**config.mk**
```make
export PLATFORM = sky130hd
export DESIGN_NAME = i2css_top
export DESIGN_NICKNAME = d
export VERILOG_FILES = /design/src/logic/i2css_pkg.sv /design/src/logic/i2css_sync.sv /design/src/logic/i2css_top.sv
export SDC_FILE = /design/constraint.sdc
export NUM_CORES = 1
export LEC_CHECK = 0
export ABC_CLOCK_PERIOD_IN_PS = 4500
export BUFFER_PORTS_ARGS = -buffer_cell sky130_fd_sc_hd__buf_2
export CAP_MARGIN = 10
export CORE_MARGIN = 2
export CORE_UTILIZATION = 44
export DETAILED_ROUTE_END_ITERATION = 8
export SLEW_MARGIN = 10
export SYNTH_ARGS = -nofsm -noshare
export SYNTH_HDL_FRONTEND = slang
export SYNTH_SLANG_ARGS = --single-unit
```
**constraint.sdc**
```tcl
create_clock -name clk_i -period 4.5 [get_ports clk_i]
set_input_delay 0.45 -clock clk_i [delete_from_list [all_inputs] [get_ports clk_i]]
set_output_delay 0.45 -clock clk_i [all_outputs]
set_load 0.005 [all_outputs]
```
**src/logic/i2css_pkg.sv**
```systemverilog
// shared constants, register map and types of the i2c slave status block
`default_nettype none
package i2css_pkg;

  // ----------------------------------------
  // register offsets (byte addresses)
  // ----------------------------------------
  localparam logic [7:0] OFS_MODULE_CTRL = 8'h00;
  localparam logic [7:0] OFS_STATUS_CTRL = 8'h04;
  localparam logic [7:0] OFS_DATA = 8'h08;
  localparam logic [7:0] OFS_SLAVE_ADDR = 8'h0C;
  localparam logic [7:0] OFS_TIMEOUT_CTRL = 8'h10;

  // ----------------------------------------
  // field positions
  // ----------------------------------------
  localparam int MODE_LSB = 5;
  localparam int ENABLE_BIT = 1;
  localparam int TO_EN_BIT = 7;
  localparam int TO_FLAG_BIT = 6;
  localparam int ADDR_LSB = 1;
  localparam logic [2:0] MODE_I2C_SLAVE = 3'h6;

  // ----------------------------------------
  // values after reset
  // ----------------------------------------
  localparam logic [7:0] RST_STATUS_CTRL = 8'h81;
  localparam logic [2:0] RST_MODE = 3'h7;
  localparam logic [6:0] RST_SLAVE_ADDR = 7'h00;
  localparam logic [7:0] RST_DATA = 8'h00;
  localparam logic [5:0] RST_TO_SEL = 6'h00;

  // ----------------------------------------
  // counts and timing
  // ----------------------------------------
  localparam logic [3:0] BITS_PER_BYTE = 4'h8;
  localparam int CLK_MHZ = 100;
  // one time-out unit (32 slow-clock periods), in microseconds
  localparam int TO_UNIT_US = 1000;
  localparam int TO_UNIT_CYCLES = TO_UNIT_US * CLK_MHZ;

  // ----------------------------------------
  // status/control register fields, msb first
  // ----------------------------------------
  typedef struct packed {
    logic transfer_complete_flag;
    logic address_match_flag;
    logic bus_busy_flag;
    logic direction_select;
    logic transmit_ack_bit;
    logic read_write_status;
    logic address_wake_enable;
    logic receive_ack_flag;
  } i2css_status_t;

  // protocol states
  typedef enum logic [8:0] {
    ST_IDLE = 9'h001,
    ST_ADDR = 9'h002,
    ST_AACK = 9'h004,
    ST_HOLD = 9'h008,
    ST_RX = 9'h010,
    ST_RACK = 9'h020,
    ST_TX = 9'h040,
    ST_TACK = 9'h080,
    ST_SKIP = 9'h100
  } i2css_state_t;

endpackage
`default_nettype wire

```
**src/logic/i2css_sync.sv**
```systemverilog
// two-flop synchroniser for one bus pin
`timescale 1ns/1ns
`default_nettype none
module i2css_sync
(
  input wire logic clk_i,
  input wire logic rst_i,
  input wire logic d_i,
  output logic q_o
);

  logic meta;

  // ----------------------------------------
  // two stages, idle level is high
  // ----------------------------------------
  always_ff @(posedge clk_i)
  begin
    if (rst_i)
    begin
      meta <= 1'b1;
      q_o <= 1'b1;
    end
    else
    begin
      meta <= d_i;
      q_o <= meta;
    end
  end

endmodule
`default_nettype wire

```
**src/logic/i2css_top.sv**
```systemverilog
// i2c slave: start/stop, address match, byte transfer, scl hold, time-out, wishbone registers
// Contract
// - completion flag low while a byte moves, set with interrupt after eight bits.
// - address match flag high when received address equals stored address.
// - bus busy set on start, cleared on stop.
// - software direction bit 4: 0 receiver, 1 transmitter.
// - after eight received bits, drive transmit ack bit on ninth clock.
// - eighth bit after start captured into read/write flag.
// - read/write flag 1 means master reads, 0 means master writes.
// - wake on address match when wake enable set; firmware clears it.
// - receive ack flag 0 if ack sampled on ninth clock, else 1.
// - transmitter continues while ack seen; on no ack releases sda.
// - first seven bits after start, msb first, form the compared address.
// - address match also raises the interrupt.
// - matching address gets a low acknowledge on the ninth bit.
// - start is sda falling while scl high; slave never drives start.
// - after match, scl held until data register write or dummy read.
// - slave address sits in bits 7..1; bit 0 reads zero.
// - enable rising resets status flags, keeps direction, transmit ack and wake enable bits.
// - bytes are eight bits, msb first.
// - time-out overflow stops counter, clears enable, sets flag, interrupts.
//
// The register addresses and the Wishbone register port were decided locally.
`timescale 1ns/1ns
`default_nettype none
module i2css_top
  import i2css_pkg::*;
#(
  parameter int TO_TICK_CYCLES = TO_UNIT_CYCLES
)
(
  input wire logic clk_i,
  input wire logic rst_i,
  input wire logic wb_cyc_i,
  input wire logic wb_stb_i,
  input wire logic wb_we_i,
  input wire logic [7:0] wb_adr_i,
  input wire logic [3:0] wb_sel_i,
  input wire logic [31:0] wb_dat_i,
  output logic [31:0] wb_dat_o,
  output logic wb_ack_o,
  input wire logic scl_i,
  output logic scl_o,
  output logic scl_oe_o,
  input wire logic sda_i,
  output logic sda_o,
  output logic sda_oe_o,
  output logic irq_o,
  output logic wake_o
);

  // ----------------------------------------
  // declarations
  // ----------------------------------------
  i2css_status_t status;
  i2css_state_t state;
  logic [2:0] mode;
  logic enable, en_q, i2c_on, en_rise;
  logic [6:0] slave_addr;
  logic [7:0] data_reg, shreg;
  logic [3:0] cnt;
  logic to_en, to_flag, to_run, to_ovf;
  logic [5:0] to_sel, to_cnt;
  logic [31:0] div_cnt;
  logic scl_s, sda_s, scl_q, sda_q;
  logic start, stop, scl_rise, scl_fall;
  logic acc, wr_ev, rd_ev, wr_data, rd_data, rel;
  logic addr_hit, rx_done, tx_done, ack_smp, drive_sda;

  // ----------------------------------------
  // pin synchronisers and bus conditions
  // ----------------------------------------
  i2css_sync u_scl_sync (.clk_i(clk_i), .rst_i(rst_i), .d_i(scl_i), .q_o(scl_s));
  i2css_sync u_sda_sync (.clk_i(clk_i), .rst_i(rst_i), .d_i(sda_i), .q_o(sda_s));

  // previous synced levels for edge finding
  always_ff @(posedge clk_i)
  begin
    if (rst_i)
    begin
      scl_q <= 1'b1;
      sda_q <= 1'b1;
    end
    else
    begin
      scl_q <= scl_s;
      sda_q <= sda_s;
    end
  end

  assign start = i2c_on & scl_s & scl_q & sda_q & ~sda_s;
  assign stop = i2c_on & scl_s & scl_q & ~sda_q & sda_s;
  assign scl_rise = scl_s & ~scl_q;
  assign scl_fall = ~scl_s & scl_q;
  assign i2c_on = enable & (mode == MODE_I2C_SLAVE);
  assign en_rise = enable & ~en_q;

  // ----------------------------------------
  // wishbone slave, one wait state
  // ----------------------------------------
  assign acc = wb_cyc_i & wb_stb_i & ~wb_ack_o;
  assign wr_ev = acc & wb_we_i & wb_sel_i[0];
  assign rd_ev = acc & ~wb_we_i;
  assign wr_data = wr_ev & (wb_adr_i == OFS_DATA);
  assign rd_data = rd_ev & (wb_adr_i == OFS_DATA);

  // ack and read data
  always_ff @(posedge clk_i)
  begin
    if (rst_i)
    begin
      wb_ack_o <= 1'b0;
      wb_dat_o <= 32'h0000_0000;
    end
    else
    begin
      wb_ack_o <= acc;
      wb_dat_o <= 32'h0000_0000;
      if (rd_ev)
      begin
        unique case (wb_adr_i)
          OFS_MODULE_CTRL: wb_dat_o[7:0] <= {mode, 3'h0, enable, 1'b0};
          OFS_STATUS_CTRL: wb_dat_o[7:0] <= status;
          OFS_DATA: wb_dat_o[7:0] <= data_reg;
          OFS_SLAVE_ADDR: wb_dat_o[7:0] <= {slave_addr, 1'b0};
          OFS_TIMEOUT_CTRL: wb_dat_o[7:0] <= {to_en, to_flag, to_sel};
          default: wb_dat_o <= 32'h0000_0000;
        endcase
      end
    end
  end

  // mode, enable and slave address
  always_ff @(posedge clk_i)
  begin
    if (rst_i)
    begin
      mode <= RST_MODE;
      enable <= 1'b0;
      en_q <= 1'b0;
      slave_addr <= RST_SLAVE_ADDR;
    end
    else
    begin
      en_q <= enable;
      if (wr_ev && wb_adr_i == OFS_MODULE_CTRL)
      begin
        mode <= wb_dat_i[MODE_LSB +: 3];
        enable <= wb_dat_i[ENABLE_BIT];
      end
      if (wr_ev && wb_adr_i == OFS_SLAVE_ADDR)
        slave_addr <= wb_dat_i[ADDR_LSB +: 7];
    end
  end

  // ----------------------------------------
  // protocol engine
  // ----------------------------------------
  assign rel = (state == ST_HOLD) & ((wr_data & status.direction_select)
             | (rd_data & ~status.direction_select));
  assign addr_hit = (state == ST_ADDR) & scl_fall & (cnt == BITS_PER_BYTE)
                  & (shreg[7:1] == slave_addr);
  assign rx_done = (state == ST_RX) & scl_fall & (cnt == BITS_PER_BYTE);
  assign tx_done = (state == ST_TX) & scl_fall & (cnt == BITS_PER_BYTE - 4'h1);
  assign ack_smp = (state == ST_TACK) & scl_rise;

  // state, bit count and shifter
  always_ff @(posedge clk_i)
  begin
    if (rst_i || !i2c_on || to_ovf || stop)
    begin
      state <= ST_IDLE;
      cnt <= 4'h0;
      shreg <= 8'h00;
    end
    else if (start)
    begin
      state <= ST_ADDR;
      cnt <= 4'h0;
    end
    else
    begin
      unique case (state)
        ST_IDLE: state <= ST_IDLE;
        ST_ADDR, ST_RX:
        begin
          if (scl_rise)
          begin
            shreg <= {shreg[6:0], sda_s};
            cnt <= cnt + 4'h1;
          end
          else if (scl_fall && cnt == BITS_PER_BYTE)
          begin
            if (state == ST_RX)
              state <= ST_RACK;
            else if (addr_hit)
              state <= ST_AACK;
            else
              state <= ST_SKIP;
          end
        end
        ST_AACK, ST_RACK:
          if (scl_fall)
            state <= ST_HOLD;
        ST_HOLD:
        begin
          if (rel)
          begin
            cnt <= 4'h0;
            // the releasing write lands in data_reg on this same edge, so take it from the bus
            shreg <= wr_data ? wb_dat_i[7:0] : data_reg;
            state <= status.direction_select ? ST_TX : ST_RX;
          end
        end
        ST_TX:
        begin
          if (scl_fall)
          begin
            shreg <= {shreg[6:0], 1'b0};
            cnt <= cnt + 4'h1;
            if (tx_done)
              state <= ST_TACK;
          end
        end
        ST_TACK:
          if (scl_fall)
            state <= status.receive_ack_flag ? ST_SKIP : ST_HOLD;
        ST_SKIP: state <= ST_SKIP;
      endcase
    end
  end

  // received bytes land in the data register, software loads it to send
  always_ff @(posedge clk_i)
  begin
    if (rst_i)
      data_reg <= RST_DATA;
    else if (rx_done)
      data_reg <= shreg;
    else if (wr_data)
      data_reg <= wb_dat_i[7:0];
  end

  // ----------------------------------------
  // status/control register, hardware sets win
  // ----------------------------------------
  always_ff @(posedge clk_i)
  begin
    if (rst_i || to_ovf)
      status <= RST_STATUS_CTRL;
    else
    begin
      if (wr_ev && wb_adr_i == OFS_STATUS_CTRL)
      begin
        status.direction_select <= wb_dat_i[4];
        status.transmit_ack_bit <= wb_dat_i[3];
        status.address_wake_enable <= wb_dat_i[1];
      end
      if (en_rise && mode == MODE_I2C_SLAVE)
      begin
        status.transfer_complete_flag <= RST_STATUS_CTRL[7];
        status.address_match_flag <= RST_STATUS_CTRL[6];
        status.bus_busy_flag <= RST_STATUS_CTRL[5];
        status.read_write_status <= RST_STATUS_CTRL[2];
        status.receive_ack_flag <= RST_STATUS_CTRL[0];
      end
      else
      begin
        if (start || rel)
        begin
          status.transfer_complete_flag <= 1'b0;
          status.address_match_flag <= 1'b0;
        end
        if (addr_hit || rx_done || tx_done)
          status.transfer_complete_flag <= 1'b1;
        if (addr_hit)
        begin
          status.address_match_flag <= 1'b1;
          status.read_write_status <= shreg[0];
        end
        if (start)
          status.bus_busy_flag <= 1'b1;
        else if (stop)
          status.bus_busy_flag <= 1'b0;
        if (ack_smp)
          status.receive_ack_flag <= sda_s;
      end
    end
  end

  // ----------------------------------------
  // time-out counter
  // ----------------------------------------
  assign to_ovf = to_run & to_en & (div_cnt == 32'(TO_TICK_CYCLES - 1)) & (to_cnt == to_sel);

  always_ff @(posedge clk_i)
  begin
    if (rst_i)
    begin
      to_run <= 1'b0;
      div_cnt <= 32'h0000_0000;
      to_cnt <= 6'h00;
    end
    else if (stop || to_ovf || !i2c_on)
    begin
      to_run <= 1'b0;
      div_cnt <= 32'h0000_0000;
      to_cnt <= 6'h00;
    end
    else if (start || addr_hit || scl_fall)
    begin
      to_run <= to_run | start | addr_hit;
      div_cnt <= 32'h0000_0000;
      to_cnt <= 6'h00;
    end
    else if (to_run && to_en)
    begin
      if (div_cnt == 32'(TO_TICK_CYCLES - 1))
      begin
        div_cnt <= 32'h0000_0000;
        to_cnt <= to_cnt + 6'h01;
      end
      else
        div_cnt <= div_cnt + 32'h0000_0001;
    end
  end

  // time-out control register
  always_ff @(posedge clk_i)
  begin
    if (rst_i)
    begin
      to_en <= 1'b0;
      to_flag <= 1'b0;
      to_sel <= RST_TO_SEL;
    end
    else
    begin
      if (wr_ev && wb_adr_i == OFS_TIMEOUT_CTRL)
      begin
        to_en <= wb_dat_i[TO_EN_BIT];
        to_flag <= wb_dat_i[TO_FLAG_BIT];
        to_sel <= wb_dat_i[5:0];
      end
      if (to_ovf)
      begin
        to_en <= 1'b0;
        to_flag <= 1'b1;
      end
    end
  end

  // ----------------------------------------
  // pins, interrupt and wake pulses
  // ----------------------------------------
  assign drive_sda = (state == ST_AACK) | ((state == ST_RACK) & ~status.transmit_ack_bit)
                   | ((state == ST_TX) & ~shreg[7]);
  assign scl_o = 1'b0;
  assign sda_o = 1'b0;

  always_ff @(posedge clk_i)
  begin
    if (rst_i)
    begin
      sda_oe_o <= 1'b0;
      scl_oe_o <= 1'b0;
      irq_o <= 1'b0;
      wake_o <= 1'b0;
    end
    else
    begin
      sda_oe_o <= drive_sda & i2c_on;
      scl_oe_o <= (state == ST_HOLD) & ~rel & i2c_on;
      irq_o <= addr_hit | rx_done | tx_done | to_ovf;
      wake_o <= addr_hit & status.address_wake_enable;
    end
  end

  // ----------------------------------------
  // checks
  // ----------------------------------------
  a_busy_start: assert property (@(posedge clk_i) disable iff (rst_i)
    start && !to_ovf && !en_rise |=> status.bus_busy_flag) else $error("busy flag not set by start");
  a_busy_stop: assert property (@(posedge clk_i) disable iff (rst_i)
    stop && !en_rise && !start |=> !status.bus_busy_flag) else $error("busy flag not cleared by stop");
  a_match_irq: assert property (@(posedge clk_i) disable iff (rst_i)
    addr_hit && !to_ovf |=> status.address_match_flag && irq_o) else $error("match without flag or irq");
  a_rw_capture: assert property (@(posedge clk_i) disable iff (rst_i)
    addr_hit && !to_ovf |=> status.read_write_status == $past(shreg[0])) else $error("rw bit lost");
  a_addr_ack: assert property (@(posedge clk_i) disable iff (rst_i)
    state == ST_AACK && i2c_on |=> sda_oe_o) else $error("address not acknowledged");
  a_rx_complete: assert property (@(posedge clk_i) disable iff (rst_i)
    rx_done && !to_ovf |=> status.transfer_complete_flag && irq_o ##1 state == ST_RACK || !i2c_on)
    else $error("byte completion missing");
  a_hold_scl: assert property (@(posedge clk_i) disable iff (rst_i)
    state == ST_HOLD && !rel && i2c_on ##1 state == ST_HOLD |-> scl_oe_o) else $error("scl not held");
  a_nack_release: assert property (@(posedge clk_i) disable iff (rst_i)
    state == ST_TACK && scl_fall && status.receive_ack_flag && i2c_on && !stop && !start && !to_ovf
    |=> state == ST_SKIP ##1 !sda_oe_o) else $error("sda kept after nack");
  a_ack_sample: assert property (@(posedge clk_i) disable iff (rst_i)
    ack_smp && !to_ovf && !en_rise |=> status.receive_ack_flag == $past(sda_s)) else $error("ack not sampled");
  a_timeout: assert property (@(posedge clk_i) disable iff (rst_i)
    to_ovf |=> to_flag && !to_en && !to_run && irq_o) else $error("time-out not handled");

endmodule
`default_nettype wire

```
* Yosys cells after proc, flatten, opt, wreduce, memory -nomap -nowiden
Cells that the tools add are included.
Word-level totals: flip-flop bits (word level) 139, output and inout port bits 39
Operators by class: add/subtract/negate cells 3, equal/unequal tests 34, mux-type cells 31, bitwise logic cells 58, reductions and logical operators 38
Operators with widths (count):
- $mux 9 | 10
- $pmux 9 s7 | 1
- $mux 8 | 5
- $pmux 8 s5 | 1
- $and 1x1->1 | 37
- $add 32x1->32 const B | 1
- $eq 32x17->1 const B | 1
- $mux 32 | 1
- $pmux 8 s3 | 1
- $ne 3x3->1 const B | 7
- $eq 8x4->1 const B | 2
- $ne 2x2->1 const B | 8
- $reduce_and 7->1 | 2
- $reduce_or 2->1 | 7
- $not 1->1 | 13
- $mux 4 | 3
- $pmux 4 s3 | 1
- $logic_or 1x1->1 | 11
- $eq 9x1->1 const B | 1
- $eq 9x2->1 const B | 1
- $eq 9x3->1 const B | 1
- $eq 9x4->1 const B | 1
- $eq 9x5->1 const B | 1
- $eq 9x6->1 const B | 1
- other kinds (25) | 46

* Logic depth before layout (Yosys ltp)
Gate-level depths: netlist of the first run.
depth after elaboration 11, gate-level depth with buffers 8, mapped depth without buffers 6

* Hierarchy
A second synthesis of the first run with hierarchy kept.
Unflattened totals: cells, all modules 634, area, all modules 5495.3 sq um
Modules (own cells, without submodules):
- i2css_top | instances 1, cells an instance 626, area an instance 5390.2 sq um, seq. area each 2222.1 sq um
- i2css_sync | instances 2, cells an instance 4, area an instance 52.6 sq um, seq. area each 40.0 sq um

* Worst setup path before layout of the first run
Ideal clock, no wire load.
path type in2reg, start input port wb_adr_i[1], end register cnt[3], data arrival time 2.014 ns, required time 4.430 ns, path slack 2.416 ns, stages on the path 6, path buffers 1, cells stage by stage buf_4 > nor4_2 > o2111a_1 > o22ai_2 > or4_1 > a21oi_1
Between the ends: longest elaborated chain between the ends 7, elaborated cells between the ends (all ways) 9
RTL lines:
- from (decl) | RTL line i2css_top.sv:37 | input wire logic [7:0] wb_adr_i,
- $eq 8x4->1 (*) | RTL line i2css_top.sv:104, i2css_top.sv:105
- $and 1x1->1, on equally long branches | RTL line i2css_top.sv:104, i2css_top.sv:105
- $and 1x1->1, on equally long branches | RTL line i2css_top.sv:159, i2css_top.sv:160
- $or 1x1->1 (*) | RTL line i2css_top.sv:160 | | (rd_data & ~status.direction_select));
- $and 1x1->1 (*) | RTL line i2css_top.sv:159 | assign rel = (state == ST_HOLD) & ((wr_data & status.direction_select)
- $ne 2x2->1 (no source line) (*)
- $reduce_and 4->1 (no source line) (*)
- to (signal assigned) | RTL line i2css_top.sv:190 | cnt <= cnt + 4'h1;
- to (signal assigned) | RTL line i2css_top.sv:220 | cnt <= cnt + 4'h1;
- to (decl) | RTL line i2css_top.sv:61 | logic [3:0] cnt;
Mark *: on every way between the ends. The rest lies on a longest branch, timed or not. A chain may end at the register's enable or synchronous reset.

* Worst setup path in the final report of the first run
start register div_cnt[19], end register div_cnt[18]
Between the ends: longest elaborated chain between the ends 6, elaborated cells between the ends (all ways) 7
RTL lines:
- from (decl) | RTL line i2css_top.sv:64 | logic [31:0] div_cnt;
- from (signal assigned) | RTL line i2css_top.sv:324 | div_cnt <= div_cnt + 32'h0000_0001;
- $eq 32x17->1 (*) | RTL line i2css_top.sv:294, i2css_top.sv:318
- $and 1x1->1 (2 in a row) | RTL line i2css_top.sv:294 | assign to_ovf = to_run & to_en & (div_cnt == 32'(TO_TICK_CYCLES - 1)) & (to_cnt == to_sel);
- $logic_or 1x1->1 (2 in a row) | RTL line i2css_top.sv:304 | else if (stop || to_ovf || !i2c_on)
- $reduce_or 3->1 (no source line)
Marks and branches as above.

==> results of run 1 <==
## worst paths after layout
path,from,end,slack (ns),cells after the start
worst max register to register,div_cnt[19],div_cnt[18],1.52,5
worst min-delay path,sda_i,u_sda_sync.meta,0.24,2
worst min register to register,u_sda_sync.meta,u_sda_sync.q_o,0.41,1
worst max-delay path,div_cnt[19],div_cnt[18],1.52,5
## critical path: cells and delay by family, from the launching register on
family	cells	cell delay (ns)
AND/OR/NAND/NOR	5	2.45
flip-flops	1	0.35
## cell type report
cell class              instances  share of cell area (%)
clock inverters                 9                    2.58
multi-input cells             531                    49.9
well taps                     176                    3.22
flip-flops and latches        115                    33.7
repair buffers                 40                    3.08
clock buffers                  22                    6.79
inverters                      13                   0.714
## stage by stage
| step | hold WS, ns | std cells | area (µm²) | util [%] |
|---|---|---|---|---|
| 2_1_floorplan | 0.389 | 719 | 6170 | - |
| 3_3_place_gp | 0.397 | 875 | 6190 | 46.4 |
| 3_5_place_dp | 0.402 | 875 | 6190 | 46.4 |
| 4_1_cts | 0.223 | 906 | 6830 | 51.2 |
| 5_1_grt | 0.234 | 906 | 6830 | 51.2 |
| 6_report | 0.243 | 906 | 6830 | 51.2 |
## power by group through the flow
stage	clock network, W	logic, W	registers (W)
after floorplan	0	0.0000458	0.00104
after global placement	0	0.0000519	0.00105
after detailed placement	0	0.0000529	0.00105
after CTS	0.00149	0.0000532	0.00102
after global routing	0.00153	0.0000598	0.00102
final	0.00147	0.0000543	0.00102
## metal layers
metal	vias to the layer above	part of all wire (%)
met5	-	0
li1	2514	-
met1	2516	46
met4	0	1.4
met3	15	6.5
met2	181	46
## synth_stat cells (3+ instances only)
library cell / n
clkbuf_1: 10
ha_1: 4
a22oi_1: 3
or2_2: 7
nand4_1: 16
o31ai_2: 7
a22o_1: 4
nor2_1: 72
a21oi_1: 41
nand2_1: 57
mux2i_1: 20
o31ai_1: 9
a31oi_1: 5
buf_4: 30
and3_1: 6
o21ai_0: 7
and2_1: 5
a221oi_1: 3
nor4b_1: 3
nor4_1: 20
nand4b_1: 7
nand3b_1: 4
nand3_1: 45
nor4_4: 3
mux2_2: 8
and4_1: 5
xnor2_1: 39
dfxtp_1: 115
nor3_1: 20
buf_2: 11
nand2b_1: 10
nor2b_1: 4
or4_1: 7
o2111ai_1: 10
buf_6: 7
xor2_1: 13
inv_1: 13
## logic make-up after synthesis
family,after synthesis
AND/OR/NAND/NOR,312
flip-flops,115
AO/OA/AOI/OAI,109
buffers and inverters,73
XOR/XNOR,52
multiplexers,28
adder cells (fa/ha/maj),4
other,1
==> run metrics, run 1 <==
outcome=finished, final reports clean; nets=773; Synth area leaders=dfxtp_1, xnor2_1, nor2_1; wire length of the first global-routing pass=25,100 µm; met3 global-route usage=5.26%; WL/cell=17.4 µm; post-route ant nets=0; Initial Util=45.5%; Placer Congestion=0.915; M1 GR Usage=29.8%; synth warn=0; Critical Path RT=4.75 ns; WL final=15,700 µm; Top Registers=div_cnt: 32 flops, state: 9 flops; RSZ-0062 raised after global routing=false; Max Transition Viols Final=0; switching power share of the total=19.7%; Post-Synthesis Cell Area=6080 µm²; Biggest register=div_cnt; final critical-path required period=2.98 ns; register area=2300 µm²; Die Ht=122 µm; Yosys top cell area share=37.9%; hold_buf cts=0; P&R area growth vs syn=12.4%; CTS clock-pin slew for the worst setup and hold paths=0.05 ns; pre-CTS WS=1.50 ns; largest family of logic cells by synthesized area=simple AND/OR/NAND/NOR gates; vias in the first global route=4,909; GR peak layer=met2; Largest register FFs=32; ratio of final minimum period to clock period=66.1%; CORE AREA=13,300 µm²; count of final setup violators=0; Sinks on Clock Net=115; die area=14,800 µm²; Max rail drop VDD=276 µV; Cell Rows=42; Total Routing Usage GR=21.9%; P_int=0.00205 W; TritonCTS buffer count=17; H-tree depth=4; Psw=0.000501 W; post-synthesis adder-cell area fraction=0.824%; CP max-delay cell=nand2b_1; setup TNS=0 ns; Inserted Diodes=0; First-pass DRT Iterations=5; Final Hold Fails=0; Clk pwr share=57.6%; Multi-input gate area=3410 µm²; worst setup margin=1.52 ns; Avg Synthesized Cell Area=8.75 µm²; Post-synth EDFFs=0; CP Launch Type=flip-flop; Congestion Overflow GR=0; largest net degree at the start of global routing=36; CP max stage delay=0.92 ns; Reg power frac=40.2%; mux cell area share after synthesis=4.78%; post-CTS sizing=0; Maximum Capacitance Violations=0; Worst-Margin Slew=1.11 ns; Pwr per Cell Area=373 nW/µm²; Combinational Power Share=2.1%; crit end category=flip-flop; Worst Clk Skew=0.00699 ns; die extent in x=122 µm; vias=5,226; Syn Inst Count=694; area leader, netlist=dfxtp_1; relative slew slack=25.8%; Fill cells=1,284; most common cell after layout, fill and taps aside=dfxtp_1; final total power=0.00255 W; clock root buffer master=clkbuf_16; share of layout cells above drive strength 1=14.8%; vias per inst=5.77; P_leak=2.40 nW; Port Buffers=36; Top FF cell, synth=dfxtp_1; initial antenna violation count=0; # DRC=0; CP cell instances=nor4_1, nand4_1, nor3_1, nand2b_1, nor2_1; Setup Fix Bufs, Post-CTS=0; I/O pins=90; DP Wirelength=11,500 µm; Worst-Skew Late Latency=0.42 ns; met2 GRT Util=34.2%; worst path arrival time=3.23 ns; flops & latches, synth=115; TritonCTS clock tree=built; most frequent cells in the layout=dfxtp_1, nor2_1, nand2_1, nand3_1, a21oi_1; Netlist cell types=71; Seq/Total Area, Yosys=37.9%; xor/xnor share of the synthesized area=7.50%; Synth Area in Simple Gates=28.4%; Compound-Gate Fraction of Synth Area=12.9%; CP Class=reg2reg; HP Class=in2reg; worst-path fanout max=30; Synth async-reset ratio=0%; Bufs on Longest Clock Path=2; initial DRC count=414; f_max=0.336 GHz
Note: power is estimated with default switching activity, not from simulation.
==> inputs of run 2 (changes only) <==
- ABC_AREA: unset -> 1
- ABC_CLOCK_PERIOD_IN_PS: 4500 -> 2800
- clock period: 4.5 -> 2.8 ns (I/O delays scaled with it)
==> run 2 against run 1 <==
Clock power up 59%. Sequential power up 61%. Maximum frequency up 39%. Clock-buffer cell count down 5. Hold slack worse by 0.21 ns. Worst setup slack worse by 0.86 ns. Register-to-register slack worse by 0.86 ns. Sequential share of layout area down 3.0 points. Routed wire length up 11%. Non-clock buffer count up 3. Via count up 20%. Total power up 60%. Largest power group unchanged.
==> run metrics, run 2 <==
post-route ant nets=0; die extent in x=127 µm; Commonest cells post-synth=nand2_1, dfxtp_1, nor2_1, inv_1, nand3_1; share of layout cells above drive strength 1=13.3%; Synth area leaders=dfxtp_1, nand2_1, nand3_1; HP Class=in2reg; worst path arrival time=2.43 ns; hold_ws=0.0352 ns; Initial Util=45.3%; Post-Synthesis Cell Area=6640 µm²; Synth async-reset ratio=0%; P_leak=3.07 nW; setup TNS=0 ns; WL final=17,400 µm; most frequent cell after synthesis=nand2_1; Top FF cell, synth=dfxtp_1; H-tree depth=4; Final Hold Fails=0; RSZ-0062 raised after global routing=false; placed cell count=1,193; die area=16,100 µm²; Sinks on Clock Net=115; Top cell by count, worst path=nor2_1; Largest register FFs=32; CP max stage delay=0.45 ns; WL/cell=14.2 µm; vias per inst=5.11; largest net degree at the start of global routing=39; Netlist cell types=44; wire length of the first global-routing pass=27,900 µm; Cell Rows=44; TritonCTS clock tree=built; Post-DP Area=6870 µm²; Biggest register=div_cnt; Worst-Margin Slew=0.622 ns; Post-synth EDFFs=0; Top Registers=div_cnt: 32 flops, state: 9 flops; count of final setup violators=0; final cell utilization of the core=51.2%; CORE AREA=14,600 µm²; Worst-Skew Late Latency=0.42 ns; Finished Layout Cells=1,225; synth warn=0; CP Class=reg2reg; switching power share of the total=22.3%; Clk pwr share=57.5%; area leader, netlist=dfxtp_1; Psw=0.000905 W; CP Launch Type=flip-flop; f_max=0.468 GHz; TritonCTS buffer count=17; Bufs on Longest Clock Path=2; Critical Path RT=3.10 ns; relative slew slack=58.2%; I/O pins=90; outcome=finished, final reports clean; Worst Clk Skew=0.00604 ns; nets=1,083; Port Buffers=36; CTS clock-pin slew for the worst setup and hold paths=0.06 ns; post-CTS sizing=0; Final Instance Area=7500 µm²; vias in the first global route=5,454; Seq/Total Area, Yosys=34.7%; Syn Inst Count=990; most common cell after layout, fill and taps aside=nand2_1; most frequent cells in the layout=nand2_1, dfxtp_1, nor2_1, inv_1, nand3_1; clock root buffer master=clkbuf_16; final critical-path required period=2.14 ns; vias=6,255; Crit path max-delay family=simple AND/OR/NAND/NOR gates; crit end category=flip-flop; initial antenna violation count=0; Avg Synthesized Cell Area=6.71 µm²; worst-path fanout max=38; Congestion Overflow GR=0; Die Ht=127 µm; flops & latches, synth=115; Fill cells=1,537; ratio of final minimum period to clock period=76.3%; P&R area growth vs syn=12.9%; First-pass DRT Iterations=4; Setup Fix Bufs, Post-CTS=0; Maximum Capacitance Violations=0; Reg power frac=40.4%; CP max-delay cell=dfxtp_1; Inserted Diodes=0; Max Transition Viols Final=0; hold_buf cts=0; Total Routing Usage GR=22.0%; Pwr per Cell Area=542 nW/µm²; Placer Congestion=0.906; initial DRC count=420; Yosys top cell area share=34.7%; CP cell instances=ha_1, nand4_1, nor2_1, nand2_1, nor2_2, nand3_2, nand4_2, buf_4, nor2_1; Buf/Inv on CP=1; Combinational Power Share=2.0%; # DRC=0; DP Wirelength=13,300 µm; Max rail drop VDD=429 µV; P_int=0.00316 W
[run 2: power groups by stage]
stage	clock [W]	combinational (W)	sequential [W]
after floorplan	0	0.0000718	0.00168
after global placement	0	0.0000807	0.00168
after detailed placement	0	0.0000810	0.00168
after CTS	0.00237	0.0000813	0.00164
after global routing	0.00245	0.0000918	0.00164
final	0.00234	0.0000825	0.00164
[run 2: metrics by stage]
stage,setup slack [ns],total power [W]
after floorplan,1.16,0.00175
after global placement,0.666,0.00176
after detailed placement,0.646,0.00176
after CTS,0.640,0.00409
after global routing,0.451,0.00418
final,0.663,0.00406
[run 2: worst paths after layout]
| path | end | from | cells after the start | slack (ns) |
|---|---|---|---|---|
| max | div_cnt[25] | div_cnt[0] | 9 | 0.66 |
| min | u_scl_sync.meta | scl_i | 2 | 0.04 |
| min reg2reg | u_scl_sync.q_o | u_scl_sync.meta | 1 | 0.41 |
| max reg2reg | div_cnt[25] | div_cnt[0] | 9 | 0.66 |
[run 2: per-layer routing]
| layer | global-route usage [%] | vias up | wire length, µm |
|---|---|---|---|
| li1 | - | 3241 | - |
| met1 | 30.3 | 2868 | 8590 |
| met2 | 34.1 | 119 | 7870 |
| met3 | 4.98 | 27 | 636 |
| met4 | 7.18 | 0 | 334 |
| met5 | 0 | - | 0 |
[run 2: logic make-up (layout without fill, tap and decap cells)]
group / Yosys count / after routing / synth area share, %
other: 1 / 26 / 0.0565
flip-flops: 115 / 115 / 34.7
AND/OR/NAND/NOR: 560 / 560 / 39.8
XOR/XNOR: 28 / 28 / 3.69
AO/OA/AOI/OAI: 121 / 121 / 9.65
buffers and inverters: 161 / 187 / 11.3
adder cells (fa/ha/maj): 4 / 4 / 0.754
[run 2: area by class of cell]
cell class	instances	area [µm²]	area share (%)
Clock buffer	17	425	5.68
Clock inverter	15	205	2.74
Inverter	112	422	5.63
Multi-Input combinational cell	739	3680	49.1
Sequential cell	115	2300	30.7
Tap cell	184	230	3.07
Timing Repair Buffer	43	233	3.10
==> inputs of run 3 (changes only) <==
- ABC_CLOCK_PERIOD_IN_PS: 2800 -> 2000
- clock period: 2.8 -> 2 ns (I/O delays scaled with it)
==> run 3 against run 2 <==
Hold slack improved by 0.024 ns. Combinational power increased by 49%. First-iteration DRC count increased by 29%. Flip-flop and latch count unchanged. Routed wire length increased by 1.3%. Utilization increased by 1.4 points. Critical path type unchanged. Critical endpoint is now state[8]. Largest power group unchanged. Highest routed layer unchanged.
==> run metrics, run 3 (same netlist as run 2, synthesis figures left out) <==
vias per inst=5.08; most common cell after layout, fill and taps aside=nand2_1; TritonCTS buffer count=17; switching power share of the total=21.1%; final critical-path required period=1.82 ns; Fill cells=1,459; Initial Util=45.3%; cells on worst reg2reg path=10; CP Class=reg2reg; Setup crit end=state[8]; Worst Clk Skew=0.0107 ns; P_leak=3.20 nW; Crit. Startpoint=div_cnt[1]; TritonCTS clock tree=built; final cell utilization of the core=52.6%; WL/cell=14.1 µm; Crit path depth=10; Congestion Overflow GR=0; First-pass DRT Iterations=5; CP max stage delay=0.33 ns; clock root buffer master=clkbuf_16; CP max-delay cell=dfxtp_1; Clk pwr share=57.5%; Die Ht=127 µm; H-tree depth=4; Crit path max-delay family=simple AND/OR/NAND/NOR gates; Max rail drop VDD=646 µV; Port Buffers=36; HP Class=in2reg; reg2reg end=state[8]; Biggest register=div_cnt; Critical Path RT=2.31 ns; flop2flop setup slack=0.18 ns; f_max=0.549 GHz; die extent in x=127 µm; # DRC=0; RSZ-0062 raised after global routing=false; die area=16,100 µm²; Largest register FFs=32; register area=2300 µm²; Pwr per Cell Area=740 nW/µm²; Final Hold Fails=0; share of layout cells above drive strength 1=14.8%; CP cell instances=ha_1, nand4_1, nor2_1, nand2_1, nor2_2, nand3_2, nand2_1, inv_1, nand2_4, nor2_1; vias in the first global route=5,687; worst-path fanout max=10; Psw=0.00120 W; Reg power frac=40.4%; WL final=17,700 µm; wire length of the first global-routing pass=28,800 µm; worst path arrival time=2.13 ns; Top Registers=div_cnt: 32 flops, state: 9 flops; P&R area growth vs syn=16.0%; CORE AREA=14,600 µm²; Bufs on Longest Clock Path=2; vias=6,344; Max Transition Viols Final=0; largest net degree at the start of global routing=39; Total Routing Usage GR=22.5%; Sinks on Clock Net=115; setup TNS=0 ns; Buf/Inv on CP=1; r2r startpoint=div_cnt[1]; most frequent cells in the layout=nand2_1, dfxtp_1, nor2_1, inv_1, nand3_1; P_int=0.00450 W; crit end category=flip-flop; initial DRC count=543; outcome=finished, final reports clean; count of final setup violators=0; Cell Rows=44; post-route ant nets=0; initial antenna violation count=0; nets=1,106; CTS clock-pin slew for the worst setup and hold paths=0.06 ns; Placer Congestion=0.917; Worst-Skew Late Latency=0.42 ns; I/O pins=90; ratio of final minimum period to clock period=91.1%; Multi-input gate area=3690 µm²; Combinational Power Share=2.2%; CP Launch Type=flip-flop; Maximum Capacitance Violations=0; DP Wirelength=13,600 µm; Inserted Diodes=0
## run 3: cell count changes in the layout (fill, tap and decap cells not counted), sizes merged
cell	previous run	this run
buf	43	64
clkbuf	17	21
clkinv	6	4
clkinvlp	3	2
dlygate4sd3	0	2
inv	114	113
## run 3: repair_timing
action,4_1_cts,5_1_grt
hold endpoints to repair,2,0
resized for setup,0,3
buffers inserted,0,1
hold buffers,2,0
endpoints found under the setup margin,0,8
## run 3: metal layers
metal | GRT usage (%) | part of all wire [%] | vias up
met5 | 0 | 0 | -
met2 | 34.7 | 45 | 161
met3 | 4.60 | 4.4 | 26
met4 | 7.11 | 1.7 | 0
met1 | 31.6 | 49 | 2865
li1 | - | - | 3292
## run 3: power groups by stage
| stage | clock network, W | registers, W | logic, W |
|---|---|---|---|
| 2_1_floorplan | 0 | 0.00235 | 0.000101 |
| 3_3_place_gp | 0 | 0.00235 | 0.000118 |
| 3_5_place_dp | 0 | 0.00235 | 0.000118 |
| 4_1_cts | 0.00333 | 0.00230 | 0.000121 |
| 5_1_grt | 0.00343 | 0.00230 | 0.000137 |
| 6_report | 0.00328 | 0.00230 | 0.000123 |
## run 3: final cells by class
class | instances | share of cell area [%]
clock buffer | 21 | 5.98
multi-input combinational | 739 | 47.9
inverter | 112 | 5.47
tap | 184 | 2.99
sequential | 115 | 29.9
clock inverter | 11 | 2.27
timing repair buffer | 66 | 5.49
## run 3: worst reg2reg max path, delay by kind of cell, from the launching register on
kind                     cells  cell delay (ns)
adder cells (fa/ha/maj)      1             0.27
buffers and inverters        1             0.10
flip-flops                   1             0.33
AND/OR/NAND/NOR              8             1.01
## run 3: how the worst min path moves through the flow
stage	slack [ns]	from	cells after the start	to
after floorplan	0.30	scl_i	1	u_scl_sync.meta
after global placement	0.38	sda_i	2	u_sda_sync.meta
after detailed placement	0.39	sda_i	2	u_sda_sync.meta
after CTS	0.05	wb_dat_i[4]	3	status[4]
after global routing	0.06	wb_dat_i[4]	3	status[4]
final	0.06	wb_dat_i[4]	3	status[4]
## run 3: through the flow
stage          cells  hold WS (ns)  instance area [µm²]  total power (W)  setup WS [ns]
6_report        1248        0.0597                 7700          0.00570          0.177
2_1_floorplan   1015         0.304                 6730          0.00245          0.360
5_1_grt         1248        0.0630                 7700          0.00587         0.0278
4_1_cts         1247        0.0460                 7680          0.00575          0.173
3_3_place_gp    1213         0.385                 7030          0.00247          0.185
3_5_place_dp    1213         0.387                 7030          0.00247          0.182
